--- src/hdl/sbs_pkg.sv ---
// Shared constants and types of the start-up sequencer.
// Assumes a 100 MHz CPU clock and a sampled system bus clock pin.
package sbs_pkg;

    // ------------------------------------------------------------
    // Widths
    // ------------------------------------------------------------
    localparam int SBS_WORD_W = 8;
    localparam int SBS_CNT_W = 23;
    localparam int SBS_DIV_W = 7;

    // ------------------------------------------------------------
    // Timing, in system cycles
    // ------------------------------------------------------------
    localparam logic [SBS_CNT_W-1:0] SBS_FIRST_EVENT = 23'h000007;
    localparam int SBS_BUILT_IN_SELF_TEST_SYS_R4 = 28570;
    localparam int SBS_BUILT_IN_SELF_TEST_SYS_R15 = 15750;
    localparam int SBS_LOAD_SYS_R4 = 4209362;
    localparam int SBS_LOAD_SYS_R15 = 1122497;
    localparam logic [3:0] SBS_RATIO_HIGH = 4'hF;

    // ------------------------------------------------------------
    // Timing, in CPU cycles
    // ------------------------------------------------------------
    localparam int SBS_CPU_PERIOD_NS = 10;
    localparam int SBS_SROM_BIT_CPU = 126;
    localparam logic [SBS_DIV_W-1:0] SBS_SROM_HALF_LAST =
        SBS_DIV_W'(SBS_SROM_BIT_CPU / 2 - 1);
    localparam logic [2:0] SBS_BIT_LAST = 3'h7;

    // ------------------------------------------------------------
    // Types
    // ------------------------------------------------------------
    typedef enum logic [1:0] {
        SBS_ST_HOLD,
        SBS_ST_SELFTEST,
        SBS_ST_LOAD,
        SBS_ST_RUN
    } sbs_state_type;

    typedef struct packed {
        logic [SBS_WORD_W-1:0] data;
    } sbs_word_type;

    typedef struct packed {
        logic gen_reset;
        logic duty_eq_en;
        logic normal_mode;
    } sbs_clkmode_type;

    typedef struct packed {
        logic head_v;
        logic tail_v;
        sbs_word_type head;
        sbs_word_type tail;
    } sbs_buf_type;

    typedef struct packed {
        logic ext_rst_n_m;
        logic ext_rst_n_s;
        logic pres_n_m;
        logic pres_n_s;
        logic sysclk_m;
        logic sysclk_s;
        logic sysclk_p;
        logic [1:0] mode_m;
        logic [1:0] mode_s;
        logic data_m;
        logic data_s;
        logic [3:0] ratio_m;
        logic [3:0] ratio_s;
        sbs_state_type state;
        logic [SBS_CNT_W-1:0] cnt;
        logic first_event;
        logic [SBS_DIV_W-1:0] div;
        logic srom_clk;
        logic [2:0] bit_cnt;
        logic [SBS_WORD_W-1:0] shift;
        logic push_v;
        sbs_word_type push_word;
        logic core_rst;
        logic selftest_busy;
        logic load_busy;
        sbs_clkmode_type mode_out;
    } sbs_regs_type;

    localparam sbs_regs_type SBS_REGS_RST = '{
        core_rst: 1'b1,
        state: SBS_ST_HOLD,
        default: '0
    };

endpackage

--- src/hdl/sbs_seq.sv ---
// Start-up sequencer: self test, serial boot ROM load, clock modes.
// Assumes clk_i is the CPU clock; all pins arrive asynchronously.
`timescale 1ns/1ps
module sbs_seq #(
    parameter int BUILT_IN_SELF_TEST_SYS_R4 = sbs_pkg::SBS_BUILT_IN_SELF_TEST_SYS_R4,
    parameter int BUILT_IN_SELF_TEST_SYS_R15 = sbs_pkg::SBS_BUILT_IN_SELF_TEST_SYS_R15,
    parameter int LOAD_SYS_R4 = sbs_pkg::SBS_LOAD_SYS_R4,
    parameter int LOAD_SYS_R15 = sbs_pkg::SBS_LOAD_SYS_R15
) (
    // Clock and reset
    input wire logic clk_i,
    input wire logic rst_i,
    // Board pins
    input wire logic sys_reset_n_i,
    input wire logic sys_clk_i,
    input wire logic [1:0] clk_mode_i,
    input wire logic [3:0] clk_ratio_i,
    input wire logic srom_present_n_i,
    // Serial boot ROM
    output logic srom_clk_o,
    input wire logic srom_data_i,
    // Loaded words
    output logic word_valid_o,
    output sbs_pkg::sbs_word_type word_o,
    input wire logic word_ready_i,
    // Sequencer status
    output logic core_reset_o,
    output logic selftest_busy_o,
    output logic selftest_mark_o,
    output logic load_busy_o,
    output sbs_pkg::sbs_clkmode_type clk_mode_o
);

    sbs_pkg::sbs_regs_type r_q;
    sbs_pkg::sbs_regs_type r_d;
    logic buf_in_ready;

    // ------------------------------------------------------------
    // Ratio-dependent end counts
    // ------------------------------------------------------------
    logic ratio_high;
    logic [sbs_pkg::SBS_CNT_W-1:0] built_in_self_test_last;
    logic [sbs_pkg::SBS_CNT_W-1:0] load_last;

    assign ratio_high = (r_q.ratio_s == sbs_pkg::SBS_RATIO_HIGH);

    always_comb begin
        if (ratio_high) begin
            built_in_self_test_last = sbs_pkg::SBS_CNT_W'(BUILT_IN_SELF_TEST_SYS_R15);
            load_last = sbs_pkg::SBS_CNT_W'(LOAD_SYS_R15);
        end else begin
            built_in_self_test_last = sbs_pkg::SBS_CNT_W'(BUILT_IN_SELF_TEST_SYS_R4);
            load_last = sbs_pkg::SBS_CNT_W'(LOAD_SYS_R4);
        end
    end

    // ------------------------------------------------------------
    // Next state
    // ------------------------------------------------------------
    always_comb begin
        logic sys_rise;
        logic stall;
        logic [sbs_pkg::SBS_CNT_W-1:0] cnt_inc;
        sys_rise = 1'b0;
        stall = 1'b0;
        cnt_inc = '0;
        r_d = r_q;

        // Pin synchronizers
        r_d.ext_rst_n_m = sys_reset_n_i;
        r_d.ext_rst_n_s = r_q.ext_rst_n_m;
        r_d.pres_n_m = srom_present_n_i;
        r_d.pres_n_s = r_q.pres_n_m;
        r_d.sysclk_m = sys_clk_i;
        r_d.sysclk_s = r_q.sysclk_m;
        r_d.sysclk_p = r_q.sysclk_s;
        r_d.mode_m = clk_mode_i;
        r_d.mode_s = r_q.mode_m;
        r_d.data_m = srom_data_i;
        r_d.data_s = r_q.data_m;
        r_d.ratio_m = clk_ratio_i;
        r_d.ratio_s = r_q.ratio_m;

        sys_rise = r_q.sysclk_s & ~r_q.sysclk_p;
        cnt_inc = r_q.cnt + 1'b1;
        r_d.first_event = 1'b0;

        // Clock mode decode
        r_d.mode_out.normal_mode = ~r_q.mode_s[1];
        r_d.mode_out.gen_reset = r_q.mode_s[1];
        r_d.mode_out.duty_eq_en = r_q.mode_s[0];

        // Word hand-off to the buffer
        if (r_q.push_v && buf_in_ready) begin
            r_d.push_v = 1'b0;
        end
        stall = r_q.push_v & ~buf_in_ready;

        case (r_q.state)
            sbs_pkg::SBS_ST_HOLD: begin
                r_d.core_rst = 1'b1;
                r_d.cnt = '0;
                r_d.srom_clk = 1'b0;
                if (r_q.ext_rst_n_s) begin
                    r_d.state = sbs_pkg::SBS_ST_SELFTEST;
                end
            end
            sbs_pkg::SBS_ST_SELFTEST: begin
                r_d.core_rst = 1'b1;
                if (sys_rise) begin
                    r_d.cnt = cnt_inc;
                    if (cnt_inc == sbs_pkg::SBS_FIRST_EVENT) begin
                        r_d.first_event = 1'b1;
                    end
                    if (cnt_inc == built_in_self_test_last) begin
                        r_d.cnt = '0;
                        if (r_q.pres_n_s) begin
                            r_d.state = sbs_pkg::SBS_ST_RUN;
                            r_d.core_rst = 1'b0;
                        end else begin
                            r_d.state = sbs_pkg::SBS_ST_LOAD;
                            r_d.div = '0;
                            r_d.bit_cnt = '0;
                            r_d.srom_clk = 1'b0;
                        end
                    end
                end
            end
            sbs_pkg::SBS_ST_LOAD: begin
                r_d.core_rst = 1'b1;
                if (!stall) begin
                    if (r_q.div == sbs_pkg::SBS_SROM_HALF_LAST) begin
                        r_d.div = '0;
                        r_d.srom_clk = ~r_q.srom_clk;
                        if (!r_q.srom_clk) begin
                            r_d.shift = {r_q.data_s,
                                r_q.shift[sbs_pkg::SBS_WORD_W-1:1]};
                            r_d.bit_cnt = r_q.bit_cnt + 1'b1;
                            if (r_q.bit_cnt == sbs_pkg::SBS_BIT_LAST) begin
                                r_d.push_v = 1'b1;
                                r_d.push_word.data = {r_q.data_s,
                                    r_q.shift[sbs_pkg::SBS_WORD_W-1:1]};
                            end
                        end
                    end else begin
                        r_d.div = r_q.div + 1'b1;
                    end
                end
                if (sys_rise) begin
                    r_d.cnt = cnt_inc;
                    if (cnt_inc == load_last) begin
                        r_d.state = sbs_pkg::SBS_ST_RUN;
                        r_d.core_rst = 1'b0;
                        r_d.srom_clk = 1'b0;
                        r_d.cnt = '0;
                    end
                end
            end
            sbs_pkg::SBS_ST_RUN: begin
                r_d.core_rst = 1'b0;
                r_d.srom_clk = 1'b0;
            end
            default: begin
                r_d.state = sbs_pkg::SBS_ST_HOLD;
                r_d.core_rst = 1'b1;
            end
        endcase

        // External reset pulls the sequence back at any time
        if (!r_q.ext_rst_n_s) begin
            r_d.state = sbs_pkg::SBS_ST_HOLD;
            r_d.core_rst = 1'b1;
            r_d.srom_clk = 1'b0;
            r_d.cnt = '0;
        end

        r_d.selftest_busy = (r_d.state == sbs_pkg::SBS_ST_SELFTEST);
        r_d.load_busy = (r_d.state == sbs_pkg::SBS_ST_LOAD);
    end

    // ------------------------------------------------------------
    // State register
    // ------------------------------------------------------------
    always_ff @(posedge clk_i) begin
        if (rst_i) begin
            r_q <= sbs_pkg::SBS_REGS_RST;
        end else begin
            r_q <= r_d;
        end
    end

    // ------------------------------------------------------------
    // Word buffer
    // ------------------------------------------------------------
    sbs_skid_buf u_buf (
        .clk_i(clk_i),
        .rst_i(rst_i),
        .in_valid_i(r_q.push_v),
        .in_word_i(r_q.push_word),
        .in_ready_o(buf_in_ready),
        .out_valid_o(word_valid_o),
        .out_word_o(word_o),
        .out_ready_i(word_ready_i)
    );

    // ------------------------------------------------------------
    // Outputs
    // ------------------------------------------------------------
    assign srom_clk_o = r_q.srom_clk;
    assign core_reset_o = r_q.core_rst;
    assign selftest_busy_o = r_q.selftest_busy;
    assign selftest_mark_o = r_q.first_event;
    assign load_busy_o = r_q.load_busy;
    assign clk_mode_o = r_q.mode_out;

endmodule

--- src/hdl/sbs_skid_buf.sv ---
// Two-entry buffer for loaded words, valid and ready on both sides.
// Assumes one clock and a synchronous active-high reset.
`timescale 1ns/1ps
module sbs_skid_buf (
    // Clock and reset
    input wire logic clk_i,
    input wire logic rst_i,
    // Filling side
    input wire logic in_valid_i,
    input wire sbs_pkg::sbs_word_type in_word_i,
    output logic in_ready_o,
    // Draining side
    output logic out_valid_o,
    output sbs_pkg::sbs_word_type out_word_o,
    input wire logic out_ready_i
);

    sbs_pkg::sbs_buf_type r_q;
    sbs_pkg::sbs_buf_type r_d;

    // ------------------------------------------------------------
    // Head and tail update
    // ------------------------------------------------------------
    always_comb begin
        logic pop;
        logic push;
        pop = r_q.head_v & out_ready_i;
        push = in_valid_i & ~r_q.tail_v;
        r_d = r_q;
        if (pop) begin
            r_d.head = r_q.tail;
            r_d.head_v = r_q.tail_v;
            r_d.tail_v = 1'b0;
        end
        if (push) begin
            if (!r_d.head_v) begin
                r_d.head = in_word_i;
                r_d.head_v = 1'b1;
            end else begin
                r_d.tail = in_word_i;
                r_d.tail_v = 1'b1;
            end
        end
    end

    always_ff @(posedge clk_i) begin
        if (rst_i) begin
            r_q <= '0;
        end else begin
            r_q <= r_d;
        end
    end

    assign in_ready_o = ~r_q.tail_v;
    assign out_valid_o = r_q.head_v;
    assign out_word_o = r_q.head;

endmodule

--- config.mk ---
export PLATFORM = sky130hd
export DESIGN_NAME = sbs_seq
export DESIGN_NICKNAME = d
export VERILOG_FILES = /design/src/hdl/sbs_pkg.sv /design/src/hdl/sbs_seq.sv /design/src/hdl/sbs_skid_buf.sv
export SDC_FILE = /design/constraint.sdc
export NUM_CORES = 1
export LEC_CHECK = 0
export BUFFER_PORTS_ARGS = -buffer_cell sky130_fd_sc_hd__buf_2
export CORE_ASPECT_RATIO = 0.75
export CORE_MARGIN = 2
export CORE_UTILIZATION = 60
export CTS_CLUSTER_DIAMETER = 100
export DETAILED_ROUTE_END_ITERATION = 6
export GPL_ROUTABILITY_DRIVEN = 0
export PLACE_DENSITY_LB_ADDON = 0.3
export SLEW_MARGIN = 20
export SYNTH_ARGS = -nofsm -noshare
export SYNTH_HDL_FRONTEND = slang
export SYNTH_SLANG_ARGS = --single-unit
--- constraint.sdc ---
create_clock -name clk_i -period 4.45 [get_ports clk_i]
set_input_delay 0.2225 -clock clk_i [delete_from_list [all_inputs] [get_ports clk_i]]
set_output_delay 0.2225 -clock clk_i [all_outputs]
set_load 0.005 [all_outputs]
==> metrics <==
worst hold path class input port to register; routed len/inst 15.18 um; Pwr Density 308.0 nW/um^2; DR vias 3990; Power Total 1.525 mW; kind of start point of the critical path register; Root Buffer clkbuf_8; power share of the combinational group 2.0%; design area 4951 sq um; CP required 4.70 ns; Cell Rows 27; Num CTS Buffers 9; Post-CTS Setup Bufs 0; drt pass-1 iters 5; crit path DAT 4.00 ns; clock power share 39.6%; Fin Hold WS 0.05482 ns; number of remaining DRC errors 0; clock input transition at the sequential cells of the worst setup and hold paths 0.10 ns; DRT Wirelength 10060 um; vias in the first global route 3558; ratio of cells with drive above 1 in the final layout 10.50%; via/cell ratio 6.018; drt initial violations 240; # diodes 0; warnings from Yosys 0; Main synth FF type dfxtp_1; slew at the pin closest to its max-slew limit 0.9745 ns; Peak VDD IR 0.1805 mV; Final period util 84.26%; GR Overflow Total 0; Cells after DPL 647; port bufs 29; Seq pwr share 58.4%; Placed Area 4743 sq um; Syn Inst Count 563; mapped cell area 4702 sq um; RSZ-0062 raised after global routing false; total core area 7466 sq um; Max-Cap Viols 0; Crit Path Max Fanout 9; Setup-failing EPs final 0; Final ANT Viol Nets 0; final design utilization 66.31%; syn_area_per_cell 8.352 sq um; Pleak 1.754 nW; sw frac 23.36%; Setup CP Type register to register; initial antenna violation count 0; first-pass GRT wire length 16860 um; pin count of the biggest net entering global routing 39; Max-slew headroom 34.79%; Fill cells 623; number of synthesized flops with an enable pin 0; dpl hpwl 7096 um; area grow syn2layout 5.295%; deepest clock path buffer count 2; Cell variety after synth 67; CTS Hold Bufs 0; post-synth top area share 41.72%; commonest non-fill, non-tap cell in the layout dfxtp_1; Die Area 8568 sq um; syn nets 583; synth top area cells dfxtp_1 42%, nand2_1 6.1%, nand3_1 3.8%; post-synthesis async set-or-reset flop share 0%; clock sinks 98; setup tns final 0 ns; Synth area leader dfxtp_1; internal power 1.169 mW; H-tree Lvls 3; CTS tree built; min Tclk post-route 3.750 ns; Initial Util 62.98%; outcome finished clean; nets 577; Place WS 0.7481 ns; post_cts resized 0; Final Worst Setup Slack 0.7005 ns; die boundary height 80.67 um; register area share after synthesis 41.72%; GRT Total Usage 24.90%; fmax 266.7 MHz; #FFs+latches synth 98; Hold Violations, Final 0; Worst-Skew Late Latency 0.37 ns; Final Slew Violations 0; non-filler instance count after layout 663; most frequent cells in the layout 98 x dfxtp_1, 77 x nand2_1, 48 x nor2_1; # IOs 30; die width 106.2 um; endpoint class of the critical path register; R2R setup slack 0.70 ns; clk_skew 0.01238 ns; Psw 0.3563 mW
[synthesized netlist by cell type (10+ instances only)]
master	n
dfxtp_1	98
nand2_1	77
nor2_1	48
nand3_1	36
a21oi_1	30
nor2b_1	27
clkbuf_1	25
o21ai_0	19
buf_4	15
a311oi_1	13
xnor2_1	11
nand2b_1	10
nor3_1	10
nor4_1	10
[power groups by stage]
stage	Sequential, mW	Combinational (mW)	Clock [mW]
after floorplan	0.909	0.0224	0
after global placement	0.910	0.0300	0
after detailed placement	0.910	0.0307	0
after CTS	0.890	0.0310	0.615
after global routing	0.892	0.0341	0.649
final	0.890	0.0309	0.604
[worst paths after layout]
path / endpoint / start / depth (start not counted)
setup / recovery: r_q[23]$_SDFFE_PP0P_ / r_q[35]$_SDFFE_PP0P_ / 10
hold / removal: r_d[71]$_SDFF_PP0_ / clk_mode_i[1] / 2
setup reg to reg: r_q[23]$_SDFFE_PP0P_ / r_q[35]$_SDFFE_PP0P_ / 10
hold reg to reg: clk_mode_o[0]$_SDFF_PP0_ / r_d[2]$_SDFF_PP0_ / 1
[cells by family (layout without fill, tap and decap cells)]
logic type / count (synthesis) / in the layout / share of synthesized area [%]
xor+xnor: 18 / 18 / 3.353
compound gates: 108 / 108 / 15.86
flops: 98 / 98 / 41.72
fa+ha+maj: 8 / 8 / 2.075
buf+inv: 57 / 56 / 6.014
simple gates: 264 / 264 / 28.82
mux: 10 / 10 / 2.155
[registers in the layout, indices dropped and copies added, names as in the netlist]
register / count
r_q: 59
r_d: 13
u_buf.r_q: 9
u_buf.out_word_o: 8
clk_mode_o: 3
core_reset_o: 1
load_busy_o: 1
selftest_busy_o: 1
selftest_mark_o: 1
srom_clk_o: 1
u_buf.out_valid_o: 1
[critical path, stage by stage, from the launching register on]
cell	delay, ns
dfxtp_1	0.46
ha_1	0.32
nand3_1	0.29
or4_4	0.54
a2111oi_4	0.35
mux2i_1	0.12
or4b_4	0.57
nor4_1	0.40
a21o_2	0.30
o21a_1	0.19
a211oi_1	0.08
[metal layers]
metal | vias to the layer above | global-route usage, % | share of wire [%]
met5 | - | 0 | 0
met2 | 144 | 36.41 | 43
met3 | 16 | 4.464 | 6.7
met4 | 0 | 10.66 | 1.9
met1 | 1864 | 35.85 | 49
li1 | 1966 | - | -
[layout make-up]
class / count / area [sq um] / area share (%)
Inverter: 8 / 30.03 / 0.6065
Sequential cell: 98 / 1962 / 39.63
Tap cell: 101 / 126.4 / 2.552
Multi-Input combinational cell: 408 / 2457 / 49.63
Clock buffer: 9 / 123.9 / 2.502
Timing Repair Buffer: 32 / 167.7 / 3.386
Clock inverter: 7 / 83.83 / 1.693
Note: power is estimated with default switching activity, not from simulation.
